[src/rtl/ipb_pkg.sv]
// Package with word layouts, bit positions and types of the interrupt parameter builder
package ipb_pkg;
   localparam int WORD_W = 48;
   localparam int ADDR_W = 20;
   localparam int RES_W = 2;
   localparam int CARD_W = 8;
   localparam int LOW_W = 11;
   // Bit positions in the first words; retry, consistency and vector-op bits are shared by several of them
   localparam int BIT_RETRY_FF = 19;
   localparam int BIT_CONSIST = 17;
   localparam int BIT_SCAN = 18;
   localparam int BIT_VALUE_CALL = 46;
   localparam int BIT_VECTOR_OP = 44;
   localparam int BIT_ALARM = 25;
   localparam int BIT_HARDWARE = 26;
   localparam int BIT_GENERAL = 22;
   localparam int BIT_SD_HI = 24;
   localparam int BIT_SD_LO = 23;
   localparam int BIT_PB_A = 46;
   localparam int BIT_PB_B = 45;
   localparam int BIT_PB_C = 39;
   // Hardware cause flags
   localparam int BIT_HW_ROM = 0;
   localparam int BIT_HW_RAM = 1;
   localparam int BIT_HW_BUS = 2;
   localparam int BIT_HW_ADDER = 3;
   localparam int BIT_HW_COMPARE = 4;
   // General-control cause flags
   localparam int BIT_GC_SINGLE = 0;
   localparam int BIT_GC_DATA_RETRY = 3;
   localparam int BIT_GC_CHECK = 4;
   localparam int BIT_GC_ADDR_RETRY = 5;
   // Alarm cause flags used on escalation
   localparam int BIT_AL_MULTI = 7;
   localparam int BIT_AL_ADDR = 1;
   localparam int SD_CAUSE_W = 14;
   // Third-word field positions
   localparam int P3_CARD_LO = 24;
   localparam int P3_VE = 23;
   localparam int P3_TE = 22;
   localparam int P3_E = 21;
   localparam int P3_V = 20;
   localparam int P3_OP_LO = 16;
   localparam int P3_STROBE_LO = 12;
   localparam int P3_MODE = 11;
   // Fixed first word of the I/O-finished interrupt: bits 20, 7, 4, 0
   localparam logic [47:0] EXT_P1 = 48'h0000_0010_0091;
   localparam logic [47:0] WORD_ZERO = 48'h0000_0000_0000;
   localparam logic [RES_W-1:0] RES_INVALID = 2'h3;
   localparam int CW_FINISH_A = 3;
   localparam int CW_FINISH_B = 2;

   typedef enum logic [2:0]
   {
      IPB_CLS_NONE = 3'b000,
      IPB_CLS_ALARM = 3'b001,
      IPB_CLS_HW = 3'b010,
      IPB_CLS_GC = 3'b011,
      IPB_CLS_SD = 3'b100,
      IPB_CLS_EXT = 3'b101
   } ipb_class_t;

   // Machine state sampled at detection time
   typedef struct packed {
      logic [47:0] top_of_stack;
      logic [10:0] micro_step;
      logic [10:0] micromodule_addr;
      logic mode_select;
      logic [3:0] opcode;
      logic [3:0] strobe;
      logic vector_mode_flag;
      logic table_edit_flag;
      logic edit_flag;
      logic variant_flag;
      logic retry_ff;
      logic p3_inconsistent;
      logic value_call;
      logic vector_op;
      logic global_scan;
   } ipb_mstate_t;

   typedef struct packed {
      logic [47:0] p1;
      logic [47:0] p2;
      logic [47:0] p3;
   } ipb_params_t;
endpackage

[src/rtl/ipb_builder.sv]
// Interrupt parameter builder: fault detection and parameter word assembly
//
// Overview of operation
// [RQ1] Third word mode bit: 0 gives micro-step counter, 1 gives micromodule address.
// [RQ2] Parity faults carry card number in third word; residue faults leave it zero.
// [RQ3] Every microcode store access is parity checked; error raises store-parity interrupt.
// [RQ4] Every scratch RAM read is parity checked; error raises RAM-parity interrupt.
// [RQ5] Invalid residue on either adder input bus raises bus-residue interrupt.
// [RQ6] Residue not matching its operand raises adder-residue interrupt, residue saved.
// [RQ7] Residue sum compared with result residue; mismatch raises compare-residue interrupt.
// [RQ8] Hardware and general-control entries treat stack and counter like alarms.
// [RQ9] Second word is the top-of-stack word at detection.
// [RQ10] General-control first word: bit 22 class, causes at bits 3, 5, 4, 0.
// [RQ11] General-control bit 46 marks value-call evaluation, bit 44 vector operation.
// [RQ12] Bit 19 shows retry flip-flop; bit 18 flags scan error for global memory.
// [RQ13] Check-code-only error raises check-bit interrupt, logs it, program continues.
// [RQ14] Check-code error with data error escalates to alarm as multiple-bit error.
// [RQ15] Address error is retried; success continues, failure escalates to alarm.
// [RQ16] I/O-finished first word is constant with bits 20, 7, 4, 0 set.
// [RQ17] I/O-finished second and third words are all zero.
// [RQ18] I/O-finished raised when operation ends with control word bit 3 or 2 set.
// [RQ19] Consistent syllable-dependent interrupts back up all three program pointers.
// [RQ20] Syllable-dependent first word carries presence-bit operation flags.
// [RQ21] On entry first word goes to second stack register, first cleared, pointer backed up.
// [RQ22] Hardware first word sets bit 26.
// [RQ23] Syllable-dependent bits 24:23 are 01 inconsistent, 10 consistent.
// [RQ24] All three words are captured in the cycle the event is latched.
// [RQ25] Simultaneous hardware faults all set their cause flags.
`timescale 1ns/10ps
module ipb_builder
(
   // Clock and reset
   input wire logic core_clk,
   input wire logic reset,
   // Machine state at the moment of detection
   input wire ipb_pkg::ipb_mstate_t mstate,
   // Microcode store and scratch RAM read ports
   input wire logic rom_access,
   input wire logic [31:0] rom_data,
   input wire logic rom_parity,
   input wire logic [7:0] rom_card,
   input wire logic ram_access,
   input wire logic [47:0] ram_data,
   input wire logic ram_parity,
   input wire logic [7:0] ram_card,
   // Address adder and residues
   input wire logic adder_active,
   input wire logic [19:0] adder_input_bus_a,
   input wire logic [19:0] adder_input_bus_b,
   input wire logic [1:0] residue_a,
   input wire logic [1:0] residue_b,
   input wire logic [20:0] adder_sum,
   // Memory controller reports
   input wire logic mem_read_done,
   input wire logic mem_check_bit_err,
   input wire logic mem_data_bit_err,
   input wire logic mem_single_corrected,
   input wire logic mem_data_retry,
   input wire logic mem_addr_err,
   input wire logic mem_retry_done,
   input wire logic mem_retry_ok,
   // Peripheral completion
   input wire logic io_op_done,
   input wire logic [47:0] io_control_word,
   // Syllable-dependent requests
   input wire logic sd_event,
   input wire logic sd_consistent,
   input wire logic [2:0] sd_presence,
   input wire logic [13:0] sd_cause,
   input wire logic [47:0] sd_p2,
   // Interrupt entry
   output logic int_valid,
   output ipb_pkg::ipb_class_t int_class,
   output ipb_pkg::ipb_params_t params,
   output logic [47:0] stack_second,
   output logic stack_first_clear,
   output logic iw_pointer_backup,
   output logic all_pointer_backup,
   output logic [3:0] residue_capture,
   // Memory recovery side effects
   output logic mem_retry_request,
   output logic error_log_request
);
   typedef enum logic [1:0]
   {
      IPB_RT_IDLE = 2'b00,
      IPB_RT_WAIT = 2'b01
   } ipb_retry_t;

   ipb_retry_t retry_state;
   ipb_retry_t next_retry_state;
   logic io_pending;

   wire logic rom_err;
   wire logic ram_err;
   wire logic bus_err;
   wire logic adder_err;
   wire logic compare_err;
   wire logic [3:0] bad_residue;
   wire logic [3:0] comparator;

   ipb_parity_check #(.DATA_W(32)) u_rom_par
   (
      .access(rom_access),
      .data(rom_data),
      .parity(rom_parity),
      .error(rom_err)
   );

   ipb_parity_check #(.DATA_W(48)) u_ram_par
   (
      .access(ram_access),
      .data(ram_data),
      .parity(ram_parity),
      .error(ram_err)
   );

   ipb_residue_check u_residue
   (
      .active(adder_active),
      .bus_a(adder_input_bus_a),
      .bus_b(adder_input_bus_b),
      .res_a(residue_a),
      .res_b(residue_b),
      .adder_sum(adder_sum),
      .bus_err(bus_err),
      .adder_err(adder_err),
      .compare_err(compare_err),
      .bad_residue(bad_residue),
      .comparator(comparator)
   );

   // Third word with machine fields; card only for parity faults
   function automatic logic [47:0] build_p3(input ipb_pkg::ipb_mstate_t s,
                                            input logic [7:0] card);
      logic [47:0] w;
      w = ipb_pkg::WORD_ZERO;
      w[ipb_pkg::P3_CARD_LO +: ipb_pkg::CARD_W] = card;
      w[ipb_pkg::P3_VE] = s.vector_mode_flag;
      w[ipb_pkg::P3_TE] = s.table_edit_flag;
      w[ipb_pkg::P3_E] = s.edit_flag;
      w[ipb_pkg::P3_V] = s.variant_flag;
      w[ipb_pkg::P3_OP_LO +: 4] = s.opcode;
      w[ipb_pkg::P3_STROBE_LO +: 4] = s.strobe;
      w[ipb_pkg::P3_MODE] = s.mode_select;
      w[ipb_pkg::LOW_W-1:0] = s.mode_select ? s.micromodule_addr : s.micro_step;
      return w;
   endfunction

   // Memory recovery events
   wire logic check_only;
   wire logic multi_bit;
   wire logic retry_start;
   wire logic retry_pass;
   wire logic retry_fail;

   assign check_only = mem_read_done & mem_check_bit_err & ~mem_data_bit_err; // RQ13
   assign multi_bit = mem_read_done & mem_check_bit_err & mem_data_bit_err; // RQ14
   assign retry_start = (retry_state == IPB_RT_IDLE) & mem_addr_err; // RQ15
   assign retry_pass = (retry_state == IPB_RT_WAIT) & mem_retry_done & mem_retry_ok;
   assign retry_fail = (retry_state == IPB_RT_WAIT) & mem_retry_done & ~mem_retry_ok;

   always_comb
   begin
      next_retry_state = retry_state;
      unique case (retry_state)
         IPB_RT_IDLE:
         begin
            if (retry_start)
               next_retry_state = IPB_RT_WAIT;
         end
         IPB_RT_WAIT:
         begin
            if (mem_retry_done)
               next_retry_state = IPB_RT_IDLE;
         end
         default: next_retry_state = IPB_RT_IDLE;
      endcase
   end

   // Class events
   wire logic hw_any;
   wire logic gc_any;
   wire logic alarm_any;
   wire logic io_event;
   wire logic io_take;

   assign hw_any = rom_err | ram_err | bus_err | adder_err | compare_err;
   assign gc_any = check_only | mem_single_corrected | mem_data_retry | retry_pass;
   assign alarm_any = multi_bit | retry_fail;
   assign io_event = io_op_done & (io_control_word[ipb_pkg::CW_FINISH_A]
                                   | io_control_word[ipb_pkg::CW_FINISH_B]); // RQ18
   assign io_take = (io_event | io_pending) & ~alarm_any & ~hw_any & ~gc_any & ~sd_event;

   // First words
   wire logic [47:0] hw_p1;
   wire logic [47:0] gc_p1;
   wire logic [47:0] al_p1;
   wire logic [47:0] sd_p1;
   wire logic [7:0] parity_card;

   // Both store and RAM faults together report the store card
   assign parity_card = rom_err ? rom_card : (ram_err ? ram_card : 8'h00); // RQ2
   assign hw_p1 = (48'h1 << ipb_pkg::BIT_HARDWARE) // RQ22
      | (48'(mstate.retry_ff) << ipb_pkg::BIT_RETRY_FF)
      | (48'(mstate.p3_inconsistent) << ipb_pkg::BIT_CONSIST)
      | (48'(rom_err) << ipb_pkg::BIT_HW_ROM) // RQ3 RQ25
      | (48'(ram_err) << ipb_pkg::BIT_HW_RAM) // RQ4 RQ25
      | (48'(bus_err) << ipb_pkg::BIT_HW_BUS) // RQ5 RQ25
      | (48'(adder_err) << ipb_pkg::BIT_HW_ADDER) // RQ6 RQ25
      | (48'(compare_err) << ipb_pkg::BIT_HW_COMPARE); // RQ7 RQ25
   assign gc_p1 = (48'h1 << ipb_pkg::BIT_GENERAL) // RQ10
      | (48'(mstate.value_call) << ipb_pkg::BIT_VALUE_CALL) // RQ11
      | (48'(mstate.vector_op) << ipb_pkg::BIT_VECTOR_OP) // RQ11
      | (48'(mstate.retry_ff) << ipb_pkg::BIT_RETRY_FF) // RQ12
      | (48'(mstate.global_scan) << ipb_pkg::BIT_SCAN) // RQ12
      | (48'(mem_single_corrected) << ipb_pkg::BIT_GC_SINGLE) // RQ10
      | (48'(mem_data_retry) << ipb_pkg::BIT_GC_DATA_RETRY) // RQ10
      | (48'(check_only) << ipb_pkg::BIT_GC_CHECK) // RQ13
      | (48'(retry_pass) << ipb_pkg::BIT_GC_ADDR_RETRY); // RQ15
   assign al_p1 = (48'h1 << ipb_pkg::BIT_ALARM)
      | (48'(mstate.retry_ff) << ipb_pkg::BIT_RETRY_FF)
      | (48'(mstate.p3_inconsistent) << ipb_pkg::BIT_CONSIST)
      | (48'(multi_bit) << ipb_pkg::BIT_AL_MULTI) // RQ14
      | (48'(retry_fail) << ipb_pkg::BIT_AL_ADDR); // RQ15
   assign sd_p1 = (48'(sd_consistent) << ipb_pkg::BIT_SD_HI) // RQ23
      | (48'(!sd_consistent) << ipb_pkg::BIT_SD_LO) // RQ23
      | (48'(sd_presence[2]) << ipb_pkg::BIT_PB_A) // RQ20
      | (48'(sd_presence[1]) << ipb_pkg::BIT_PB_B) // RQ20
      | (48'(sd_presence[0]) << ipb_pkg::BIT_PB_C) // RQ20
      | (48'(mstate.vector_op) << ipb_pkg::BIT_VECTOR_OP)
      | (48'(mstate.retry_ff) << ipb_pkg::BIT_RETRY_FF)
      | 48'(sd_cause);

   // Selection in fixed priority: alarm, hardware, general control, syllable, external
   wire ipb_pkg::ipb_class_t sel_class;
   wire ipb_pkg::ipb_params_t sel_params;

   assign sel_class = alarm_any ? ipb_pkg::IPB_CLS_ALARM
      : hw_any ? ipb_pkg::IPB_CLS_HW
      : gc_any ? ipb_pkg::IPB_CLS_GC
      : sd_event ? ipb_pkg::IPB_CLS_SD
      : io_take ? ipb_pkg::IPB_CLS_EXT
      : ipb_pkg::IPB_CLS_NONE;
   assign sel_params.p1 = alarm_any ? al_p1 : hw_any ? hw_p1 : gc_any ? gc_p1
      : sd_event ? sd_p1 : ipb_pkg::EXT_P1; // RQ16
   assign sel_params.p2 = (alarm_any | hw_any | gc_any) ? mstate.top_of_stack // RQ9
      : sd_event ? sd_p2 : ipb_pkg::WORD_ZERO; // RQ17
   assign sel_params.p3 = (hw_any & ~alarm_any) ? build_p3(mstate, parity_card) // RQ2
      : (alarm_any | gc_any | sd_event) ? build_p3(mstate, 8'h00) // RQ1
      : ipb_pkg::WORD_ZERO; // RQ17

   always_ff @(posedge core_clk)
   begin
      if (reset)
      begin
         retry_state <= IPB_RT_IDLE;
         io_pending <= 1'b0;
         int_valid <= 1'b0;
         int_class <= ipb_pkg::IPB_CLS_NONE;
         params <= '0;
         stack_second <= ipb_pkg::WORD_ZERO;
         stack_first_clear <= 1'b0;
         iw_pointer_backup <= 1'b0;
         all_pointer_backup <= 1'b0;
         residue_capture <= 4'h0;
         mem_retry_request <= 1'b0;
         error_log_request <= 1'b0;
      end
      else
      begin
         retry_state <= next_retry_state;
         // A completion arriving while an older one is taken stays pending
         io_pending <= (io_event & (io_pending | ~io_take)) | (io_pending & ~io_take); // RQ18
         int_valid <= sel_class != ipb_pkg::IPB_CLS_NONE;
         int_class <= sel_class;
         // Words are latched together with the event, never later
         if (sel_class != ipb_pkg::IPB_CLS_NONE)
         begin
            params <= sel_params; // RQ24
            stack_second <= sel_params.p1; // RQ21
         end
         stack_first_clear <= sel_class != ipb_pkg::IPB_CLS_NONE; // RQ8 RQ21
         iw_pointer_backup <= sel_class != ipb_pkg::IPB_CLS_NONE; // RQ8 RQ21
         all_pointer_backup <= (sel_class == ipb_pkg::IPB_CLS_SD) & sd_consistent; // RQ19
         if (bus_err)
            residue_capture <= bad_residue; // RQ5
         else if (adder_err)
            residue_capture <= bad_residue; // RQ6
         else if (compare_err)
            residue_capture <= comparator; // RQ7
         mem_retry_request <= retry_start; // RQ15
         error_log_request <= check_only; // RQ13
      end
   end
endmodule

[src/rtl/ipb_parity_check.sv]
// Odd-parity checker for a microcode store or scratch RAM read port
`timescale 1ns/10ps
module ipb_parity_check #(parameter int DATA_W = 32)
(
   // Read port under test
   input wire logic access,
   input wire logic [DATA_W-1:0] data,
   input wire logic parity,
   // Result
   output logic error
);
   wire logic odd_ok;

   // Stored parity makes the total count of ones odd
   assign odd_ok = ^{data, parity};
   assign error = access & ~odd_ok;
endmodule

[src/rtl/ipb_residue_check.sv]
// Mod-3 residue checks around the address adder
`timescale 1ns/10ps
module ipb_residue_check
(
   // Adder operands and their carried residues
   input wire logic active,
   input wire logic [ipb_pkg::ADDR_W-1:0] bus_a,
   input wire logic [ipb_pkg::ADDR_W-1:0] bus_b,
   input wire logic [ipb_pkg::RES_W-1:0] res_a,
   input wire logic [ipb_pkg::RES_W-1:0] res_b,
   input wire logic [ipb_pkg::ADDR_W:0] adder_sum,
   // Errors and captured values
   output logic bus_err,
   output logic adder_err,
   output logic compare_err,
   output logic [3:0] bad_residue,
   output logic [3:0] comparator
);
   function automatic logic [1:0] mod3(input logic [ipb_pkg::ADDR_W:0] v);
      logic [1:0] r;
      r = 2'h0;
      for (int i = ipb_pkg::ADDR_W; i >= 0; i--)
      begin
         r = (r == 2'h0) ? {1'b0, v[i]} : ((r == 2'h1) ? (v[i] ? 2'h0 : 2'h2)
            : (v[i] ? 2'h2 : 2'h1));
      end
      return r;
   endfunction

   wire logic [1:0] calc_a;
   wire logic [1:0] calc_b;
   wire logic [2:0] res_sum;
   wire logic [1:0] res_sum_mod;
   wire logic [1:0] result_res;
   wire logic bad_a;
   wire logic bad_b;

   assign calc_a = mod3({1'b0, bus_a});
   assign calc_b = mod3({1'b0, bus_b});
   assign bad_a = res_a == ipb_pkg::RES_INVALID;
   assign bad_b = res_b == ipb_pkg::RES_INVALID;
   assign res_sum = {1'b0, res_a} + {1'b0, res_b};
   assign res_sum_mod = (res_sum >= 3'h3) ? 2'(res_sum - 3'h3) : res_sum[1:0];
   assign result_res = mod3(adder_sum);
   assign bus_err = active & (bad_a | bad_b);
   assign adder_err = active & ~bad_a & ~bad_b & ((res_a != calc_a) | (res_b != calc_b));
   assign compare_err = active & ~bad_a & ~bad_b & (res_sum_mod != result_res);
   assign bad_residue = {res_b, res_a};
   assign comparator = {res_sum_mod, result_res};
endmodule

[config.mk]
export PLATFORM = sky130hd
export DESIGN_NAME = ipb_builder
export DESIGN_NICKNAME = d
export VERILOG_FILES = /design/src/rtl/ipb_pkg.sv /design/src/rtl/ipb_builder.sv /design/src/rtl/ipb_parity_check.sv /design/src/rtl/ipb_residue_check.sv
export SDC_FILE = /design/constraint.sdc
export NUM_CORES = 1
export LEC_CHECK = 0
export ABC_CLOCK_PERIOD_IN_PS = 31400
export BUFFER_PORTS_ARGS = -buffer_cell sky130_fd_sc_hd__buf_4
export CAP_MARGIN = 20
export CORE_AREA = 2 2 230 232
export DETAILED_ROUTE_END_ITERATION = 10
export DIE_AREA = 0 0 232 234
export GPL_TIMING_DRIVEN = 0
export PLACE_DENSITY = 0.41
export SYNTH_ARGS = -nofsm -noshare
export SYNTH_HDL_FRONTEND = slang
export SYNTH_SLANG_ARGS = --single-unit
export TNS_END_PERCENT = 10
[constraint.sdc]
create_clock -name core_clk -period 31.4 [get_ports core_clk]
set_input_delay 6.28 -clock core_clk [delete_from_list [all_inputs] [get_ports core_clk]]
set_output_delay 6.28 -clock core_clk [all_outputs]
set_load 0.01 [all_outputs]
**Word-level counts from Yosys, hierarchy flattened**

Index checks and enable logic that the tools add are counted.

- Register bits: 158
- Output and inout bits: 205
- Logic and storage cells: 464

- Add/sub/neg operators: 2
- $lt $le $gt $ge: 1
- Eq/ne operators: 64
- Multiplexer cells: 249
- Bitwise gates (word level): 75
- Reductions and logical operators: 62

Operator list:

| cell | number |
|---|---|
| 2-bit two-way mux | 229 |
| 47-bit two-way mux | 4 |
| 2-bit by 1-bit equality test with 1-bit output (second input constant) | 56 |
| 2-bit zero test | 56 |
| 48-bit two-way mux | 2 |
| 47-bit by 20-bit OR with 47-bit output | 2 |
| 47-bit by 45-bit OR with 47-bit output | 2 |
| 49-bit XOR reduction | 1 |
| 25-bit by 47-bit OR with 47-bit output | 1 |
| 47-bit by 1-bit OR with 47-bit output | 1 |
| 47-bit by 14-bit OR with 47-bit output | 1 |
| 47-bit by 19-bit OR with 47-bit output | 1 |
| 47-bit by 4-bit OR with 47-bit output | 1 |
| 47-bit by 40-bit OR with 47-bit output | 1 |
| 47-bit by 46-bit OR with 47-bit output | 1 |
| 47-bit by 5-bit OR with 47-bit output | 1 |
| 47-bit by 6-bit OR with 47-bit output | 1 |
| 33-bit XOR reduction | 1 |
| 32-bit two-way mux | 1 |
| 27-bit by 1-bit OR with 27-bit output | 1 |
| 27-bit by 18-bit OR with 27-bit output | 1 |
| 27-bit by 2-bit OR with 27-bit output | 1 |
| 27-bit by 3-bit OR with 27-bit output | 1 |
| 27-bit by 4-bit OR with 27-bit output | 1 |
| other kinds (24) | 85 |

**Logic depth before layout (Yosys ltp)**

Gate-level depths: netlist of the first run.

- Word-level depth: 73
- Depth in mapped cells: 73
- Mapped depth without buffers: 71

**Hierarchy**

Synthesis of the first run repeated with hierarchy kept, for this count alone.

- Cell total of the unflattened synthesis: 1,108
- Area, all modules: 9,344.0 um2

Modules (own cells, without submodules):

| module | times used | cells each | area an instance (um2) | sequential area each (um2) |
|---|---|---|---|---|
| ipb_builder | 1 | 523 | 5,293.8 | 2,402.3 |
| ipb_residue_check | 1 | 506 | 3,311.9 | 0.0 |
| ipb_parity_check at u_ram_par | 1 | 47 | 436.7 | 0.0 |
| ipb_parity_check at u_rom_par | 1 | 32 | 301.5 | 0.0 |

**Worst setup path after synthesis of the first run**

No wires, ideal clock.

- Kind: input to register
- From: input adder_sum[20]
- To: register stack_second[2]
- Setup time: 0.070 ns
- Data arrival time: 18.025 ns
- Data required time: 31.330 ns
- Slack: 13.305 ns
- Cell stages on the path: 71
- Path buffers: 1
- Cell sequence: inv_1 ha_1 inv_1 ha_1 nor2_1 a21boi_0 ha_1 inv_1 a31oi_1 ha_1 nor3b_1 a21oi_1 ha_1 nor3b_1 a21oi_1 ha_1 nor2_1 a211o_1 [35 not listed] ha_1 inv_1 a31oi_1 ha_1 nor3b_1 a21oi_1 ha_1 nor3b_1 a21oi_1 ha_1 xor2_1 a21oi_1 mux2i_1 and3_1 o21ai_2 nor4_4 buf_6 o2bb2ai_1

- Longest elaborated chain between the ends: 71
- Elaborated cells on any way between the ends: 92

Ends and longest elaborated chain:

| what | RTL line | RTL |
|---|---|---|
| from (decl) | ipb_builder.sv:52 | `input wire logic [20:0] adder_sum,` |
| 2-bit two-way mux (*) | ipb_residue_check.sv:24 | `r = (r == 2'h0) ? {1'b0, v[i]} : ((r == 2'h1) ? (v[i] ? 2'h0 : 2'h2)` |
| 2-bit by 1-bit equality test with 1-bit output | ipb_residue_check.sv:24 |  |
| 2-bit two-way mux | ipb_residue_check.sv:24 |  |
| 2-bit two-way mux (*) | ipb_residue_check.sv:24 |  |
| 2-bit by 1-bit equality test with 1-bit output | ipb_residue_check.sv:24 |  |
| 2-bit two-way mux | ipb_residue_check.sv:24 |  |
| 2-bit two-way mux (*) | ipb_residue_check.sv:24 |  |
| 2-bit by 1-bit equality test with 1-bit output | ipb_residue_check.sv:24 |  |
| [53 not listed] | - |  |
| 1-bit inverter | ipb_builder.sv:193 | `assign io_take = (io_event \| io_pending) & ~alarm_any & ~hw_any & ~gc_any & ~sd_event;` |
| 1-bit AND (3 in series) | ipb_builder.sv:193 |  |
| 3-bit two-way mux | ipb_builder.sv:243 | `: io_take ? ipb_pkg::IPB_CLS_EXT` |
| 3-bit two-way mux | ipb_builder.sv:242 | `: sd_event ? ipb_pkg::IPB_CLS_SD` |
| 3-bit two-way mux | ipb_builder.sv:241 | `: gc_any ? ipb_pkg::IPB_CLS_GC` |
| 3-bit two-way mux | ipb_builder.sv:240 | `: hw_any ? ipb_pkg::IPB_CLS_HW` |
| 3-bit two-way mux | ipb_builder.sv:239 | `assign sel_class = alarm_any ? ipb_pkg::IPB_CLS_ALARM` |
| 3-bit nonzero test | ipb_builder.sv:278 | `if (sel_class != ipb_pkg::IPB_CLS_NONE)` |
| to (signal assigned) | ipb_builder.sv:262 | `stack_second <= ipb_pkg::WORD_ZERO;` |
| to (signal assigned) | ipb_builder.sv:281 | `stack_second <= sel_params.p1;` |
| to (decl) | ipb_builder.sv:75 | `output logic [47:0] stack_second,` |

Mark *: on every way between the ends. The rest lies on a longest branch, timed or not.
A chain may end at the register's enable or synchronous reset.

**Worst setup path in the final report of the first run**

- From: input adder_sum[20]
- To: register stack_second[18]

Same word-level chain as after synthesis.

==> results of run 1 <==
-- path summary, 6_finish.rpt --
kind,cells past startpoint,from,to,slack [ps]
min,1,params[29],params[29],470
max reg2reg,7,retry_state[0],params[53],28840
min reg2reg,1,params[29],params[29],470
max,71,adder_sum[20],stack_second[18],11840
-- registers in the layout, indices dropped and copies added, names as in the netlist --
signal	count
params	80
stack_second	27
residue_capture	4
int_class	3
all_pointer_backup	1
error_log_request	1
io_pending	1
iw_pointer_backup	1
mem_retry_request	1
retry_state	1
-- metal layers --
metal  share of wire (%)  track usage (%)  vias up  wire, um
li1                    -                -     5607         -
met1                  42             19.3     5095     19200
met2                  51             28.8      314     23100
met3                 6.3             4.22       24      2870
met4                 1.1             3.29        2       488
met5               0.029                0        -        13
-- layout make-up --
class / instances / area [um^2]
Inverter: 89 / 334
Clock buffer: 21 / 470
Antenna cell: 1 / 2.50
Sequential cell: 120 / 2400
Clock inverter: 10 / 119
Fill cell: 5657 / 36600
Buffer: 146 / 973
Tap cell: 688 / 861
Timing Repair Buffer: 480 / 3610
Multi-Input combinational cell: 1021 / 6700
-- cell families after synthesis --
family | synth area share [%]
simple gates | 18.0
compound gates | 24.2
buf+inv | 12.8
flops | 23.6
xor+xnor | 7.56
fa+ha+maj | 7.56
mux | 6.25
other cells | 0.0368
-- worst register-to-register path: cells and delay by family (launching register included) --
| kind | cells | cell delay (ps) |
|---|---|---|
| AO/OA/AOI/OAI | 2 | 250 |
| buffers and inverters | 1 | 360 |
| flip-flops | 1 | 330 |
| AND/OR/NAND/NOR | 4 | 1480 |
-- power by group through the flow --
| stage | combinational [mW] | sequential [mW] | clock, mW |
|---|---|---|---|
| finish | 0.551 | 0.195 | 0.205 |
| global route | 0.622 | 0.198 | 0.217 |
| CTS | 0.560 | 0.195 | 0.211 |
| detailed placement | 0.558 | 0.198 | 0 |
| global placement | 0.549 | 0.198 | 0 |
| floorplan | 0.374 | 0.202 | 0 |
-- placed cells by master (no fill, tap or decap), drive strengths merged, types with 3 or more instances in the layout --
| cell | Yosys | routed |
|---|---|---|
| o21a | 10 | 10 |
| a21oi | 162 | 162 |
| dfxtp | 120 | 120 |
| clkinv | 0 | 3 |
| o22a | 3 | 3 |
| nand3 | 5 | 5 |
| nor3 | 24 | 24 |
| xnor2 | 79 | 79 |
| xor2 | 9 | 9 |
| clkinvlp | 0 | 3 |
| a211o | 4 | 4 |
| a211oi | 63 | 63 |
| or3 | 8 | 8 |
| ha | 60 | 60 |
| clkbuf | 32 | 53 |
| or2 | 29 | 29 |
| a22oi | 9 | 9 |
| nor4 | 6 | 6 |
| nor2 | 153 | 153 |
| inv | 89 | 91 |
| nand2b | 6 | 6 |
| nor3b | 29 | 29 |
| mux2i | 40 | 40 |
| conb | 1 | 58 |
| a22o | 32 | 32 |
| buf | 114 | 593 |
| nand2 | 96 | 96 |
| and2 | 3 | 3 |
| o21ai | 35 | 35 |
| mux2 | 20 | 20 |
| a31oi | 21 | 21 |
| o311ai | 3 | 3 |
| and3 | 7 | 7 |
| o2bb2ai | 10 | 10 |
| nor2b | 5 | 5 |
| o31a | 5 | 5 |
| o22ai | 3 | 3 |
-- stage by stage --
step,power (mW),setup slack (ps),util [%]
5_1_grt,1.04,10430,29.7
3_3_place_gp,0.746,11590,28.6
4_1_cts,0.966,11670,29.7
3_5_place_dp,0.756,11230,28.6
6_report,0.951,11840,29.7
2_1_floorplan,0.577,13310,-
==> summary.md, run 1 <==
| Metric | Value |
|---|---|
| Outcome | completed |
| Largest net degree at the start of global routing | 17 |
| DP Area | ~15000 um^2 |
| Commonest cells post-synth | a21oi_1, nor2_1, dfxtp_1 |
| Max Clock Freq | between 50 and 60 MHz |
| Leak | 7.24 nW |
| Max-Cap Viols | 0 |
| Worst path max stage delay | around 440 ps |
| Synth warn | 0 |
| Total congestion overflow | 0 |
| Worst hold path type | reg -> reg |
| Setup violators final | 0 |
| Most frequent cell after synthesis | a21oi_1 |
| Fraction of power spent switching nets | 41.2% |
| Synth cell types | a little over 70 |
| Post-CTS sizing | 0 |
| Longest Clk Path Bufs | 2 |
| Max H-tree Level | 4 |
| Clk_lat worst skew | ~440 ps |
| CTS Hold Bufs | 0 |
| Share of the synthesized area in the top cell type | a little under a quarter |
| Slew HR | 38.6% |
| Slew @ Worst Pin | 921 ps |
| Number of synthesized flops with an enable pin | 0 |
| Buf+Inv Stages, Crit Path | 6 |
| Delay-heaviest family, CP | simple AND/OR/NAND/NOR gates |
| DR iter-0 viols | 477 |
| I/O pins | a little under 600 |
| Die Y | about 230 um |
| Synth Cell Area | slightly above 10000 um^2 |
| Final Cell Area | approximately 15000 um^2 |
| Post-CTS Setup Inserts | 0 |
| Layout net count | approximately 2.3k |
| Combinational share of power | between 50% and 60% |
| Yosys top cell by area | dfxtp_1 |
| Psw | 0.392 mW |
| HPWL after detailed placement | roughly 38 mm |
| Kind of critical path | in -> reg |
| Final cell count without fillers | 2576 |
| Max Slew Vio Count | 0 |
| CTS tree | built |
| Crit. End Element | flip-flop |
| Worst hold slack | roughly 470 ps |
| Startpoint types | primary input |
| Sequential fraction of the synthesis area | between 20% and 30% |
| Worst-path maximum fanout | 10 |
| DR pass1 iterations | 5 |
| Clk slew on worst S/H paths | approximately 60 ps |
| Final period util | roughly 62% |
| Max VDD drop | ~0.000023 V |
| Vias in the first global route | ~11k |
| Setup Skew | just over 10 ps |
| Cell mode on critical path | ha_1 |
| Arr. time, crit path | 19940 ps |
| Placed cell count | around 2.5k |
| Drt total wl | approximately 46 mm |
| Routed Antenna Nets | 0 |
| Drt drc | 0 |
| Ys flop type | dfxtp_1 |
| Port buffer count | 479 |
| Syn avg cell area | 7.73 um^2 |
| Die Wd | between 200 and 250 um |
| CTS root buf | clkbuf_16 |
| Syn Inst Count | roughly 1.3k |
| CP max stage cell | nor2_1 |
| Seq cells post-synth | 120 |
| Flop pwr share | between 20% and 30% |
| DR WL/cell | between 15 and 20 um |
| CTS Buf Count | 17 |
| Via/cell ratio | 4.29 |
| Largest cells by area after synthesis | dfxtp_1, a21oi_1, ha_1 |
| Asr flop ratio synth | 0% |
| Area Overhead vs Synth | 51.7% |
| Final Critical Period | 19560 ps |
| Core footprint | approximately 52000 um^2 |
| Global Route Usage Sum | 16.1% |
| Total negative slack | 0 ps |
| Routed vias | 11.0k |
| Layout cells sized above 1 | 36.7% |
| Critical Path RT | ~32000 ps |
| Floorplan die area | between 50000 and 60000 um^2 |
| Clock network power share | 21.6% |
| PwrDens | 61.5 nW/um^2 |
| Initial antenna violation count | 2 |
| Pint | between 0.5 and 0.6 mW |
| Sink Count | between 100 and 150 |
| RSZ-0062 raised after global routing | false |
| Row count | 84 |
| Initial Util | roughly a fifth |
| Endpoints failing hold | 0 |
| GPL Wtd Cong | approximately 0.84 |
| Global-route wire length before repair | around 66 mm |
(Power assumes the default switching activity.)
==> run 2: changes to the inputs <==
Settings changed: ABC_CLOCK_PERIOD_IN_PS 31400 to 18300.
Clock period 31.4 ns to 18.3 ns, I/O delays scaled along.
==> run 2 against run 1 <==
Against the previous run:
- global-route usage did not move
- die area unchanged
- worst hold slack about the same
- final cell count did not move
- via count about the same
- sequential share of layout area is essentially flat
- wire length rose by 0.10%
- largest cell class unchanged
- core utilization barely moved
==> summary.md, run 2 (synthesis results as in run 1) <==
| Metric | Value |
|---|---|
| Delay-heaviest family, CP | simple AND/OR/NAND/NOR gates |
| Fraction of power spent switching nets | 41.2% |
| Outcome | completed |
| Cells on worst reg2reg path | 7 |
| WL met3 | between 2 and 3 mm |
| DR pass1 iterations | 5 |
| Buf+Inv Stages, Crit Path | 6 |
| Die Wd | roughly 230 um |
| CP max stage cell | a21oi_2 |
| Largest net degree at the start of global routing | 17 |
| HP Start | params[29] |
| Final cell count without fillers | between 2k and 3k |
| Cell mode on critical path | ha_1 |
| Layout cells sized above 1 | 36.8% |
| Arr. time, crit path | between 15000 and 20000 ps |
| R2R setup slack | approximately 16000 ps |
| CTS Hold Bufs | 0 |
| Port buffer count | around 480 |
| CTS Buf Count | 17 |
| I/O pins | about 590 |
| Flop pwr share | 20.4% |
| Max Clock Freq | about 59 MHz |
| Biggest regs | params: 80 flops, stack_second: 27 flops, residue_capture: 4 flops |
| Slew HR | 38.7% |
| CTS tree | built |
| DR iter-0 viols | 480 |
| Top layer used by detailed routing | met5 |
| WHS Path Cells | 1 |
| Post-Route M1 WL | between 15 and 20 mm |
| Global Route Usage Sum | between 10% and 20% |
| Endpoints failing hold | 0 |
| Combinational share of power | between 50 and 60% |
| Via/cell ratio | 4.29 |
| Layout net count | 2316 |
| Crit. End Element | flip-flop |
| HPWL after detailed placement | 38.4 mm |
| Worst hold path type | reg -> reg |
| Drt total wl | about 46 mm |
| Largest register FFs | 80 |
| Sink Count | 120 |
| Leak | a little over 7 nW |
| Reg with most FFs | params |
| Post-CTS Setup Inserts | 0 |
| Reg-to-reg startpoint | retry_state[0] |
| Final period util | just over 90% |
| Reg-to-reg endpoint | stack_second[4] |
| Max-Cap Viols | 0 |
| Setup violators final | 0 |
| Row count | 84 |
| Max VDD drop | slightly below 0.00004 V |
| Max H-tree Level | 4 |
| Global-route wire length before repair | around 66 mm |
| WHS Endpoint | params[29] |
| Initial antenna violation count | 2 |
| Psw | just under 0.7 mW |
| Max Slew Vio Count | 0 |
| Placed cell count | 2544 |
| PwrDens | between 100 and 150 nW/um^2 |
| Critical Path RT | ~19000 ps |
| Area Overhead vs Synth | 51.8% |
| Worst-path maximum fanout | 10 |
| Die Y | 234 um |
| Total congestion overflow | 0 |
| Most frequent cells in the layout | buf_4, a21oi_1, nor2_1 |
| Pint | roughly 0.96 mW |
| Worst path max stage delay | 450 ps |
| Longest Clk Path Bufs | 2 |
| DR WL/cell | between 15 and 20 um |
| Core footprint | between 50000 and 60000 um^2 |
| Clk_lat worst skew | 440 ps |
| Clock network power share | 21.6% |
| Routed vias | 11.0k |
| Most common cell after layout, fill and taps aside | buf_4 |
| WL met2 | approximately 23 mm |
| Final Critical Period | 16840 ps |
| CTS root buf | clkbuf_16 |
| Critical Path Stages | 72 |
| Drt drc | 0 |
| Setup Skew | 10.3 ps |
| GPL Wtd Cong | 0.836 |
| RSZ-0062 raised after global routing | false |
| Clk slew on worst S/H paths | 50 ps |
| Routed Antenna Nets | 0 |
| Initial Util | 19.6% |
| Vias in the first global route | ~11k |
| Floorplan die area | between 50000 and 60000 um^2 |
| Total negative slack | 0 ps |
| Slew @ Worst Pin | approximately 920 ps |
| Kind of critical path | in -> reg |
| Startpoint types | primary input |
-- run 2: cell counts in the layout (fill, tap and decap cells not counted) --
Identical to the previous run, type by type.
-- run 2: final cells by class --
class / count / area [um^2]
clock inverters: 10 / 119
clock buffers: 21 / 470
inverters: 89 / 334
repair buffers: 480 / 3610
multi-input cells: 1021 / 6700
plain buffers: 146 / 973
flip-flops and latches: 120 / 2400
diodes: 1 / 2.50
fillers: 5657 / 36600
well taps: 688 / 861
-- run 2: power groups by stage --
stage | registers (mW) | logic, mW | clock network, mW
floorplan | 0.347 | 0.642 | 0
global placement | 0.339 | 0.941 | 0
detailed placement | 0.339 | 0.957 | 0
CTS | 0.335 | 0.960 | 0.362
global route | 0.339 | 1.07 | 0.372
finish | 0.334 | 0.947 | 0.352
-- run 2: layer usage --
| layer | vias to the layer above | track usage [%] |
|---|---|---|
| met5 | - | 0 |
| met4 | 2 | 3.29 |
| met1 | 5097 | 19.3 |
| li1 | 5610 | - |
| met2 | 314 | 28.8 |
| met3 | 24 | 4.22 |
-- run 2: how the worst max path moves through the flow --
stage,slack [ps],end,start
floorplan,2830,stack_second[2],adder_sum[20]
global placement,1110,stack_second[18],adder_sum[20]
detailed placement,750,stack_second[18],adder_sum[20]
CTS,1190,stack_second[18],adder_sum[20]
global route,40,params[17],adder_sum[20]
finish,1460,params[19],adder_sum[20]
-- run 2: repair_timing --
item                                    in CTS  in global routing
resized for setup                            0                  2
endpoints found under the hold margin        0                  0
endpoints found under the setup margin       0                 11
-- run 2: worst register-to-register path, delay by kind of cell, from the launching register on --
family,cells,cell delay [ps]
AND/OR/NAND/NOR,4,1540
flip-flops,1,330
AO/OA/AOI/OAI,2,270
buffers and inverters,1,270
-- run 2: through the flow --
stage	worst slack [ps]	utilization, %	power [mW]	hold slack (ps)	cell area (um^2)
4_1_cts	1190	29.7	1.66	475	15500
3_3_place_gp	1110	28.6	1.28	462	14900
6_report	1460	29.7	1.63	470	15500
2_1_floorplan	2830	-	0.990	429	10400
5_1_grt	37.0	29.7	1.78	489	15500
3_5_place_dp	747	28.6	1.30	461	14900
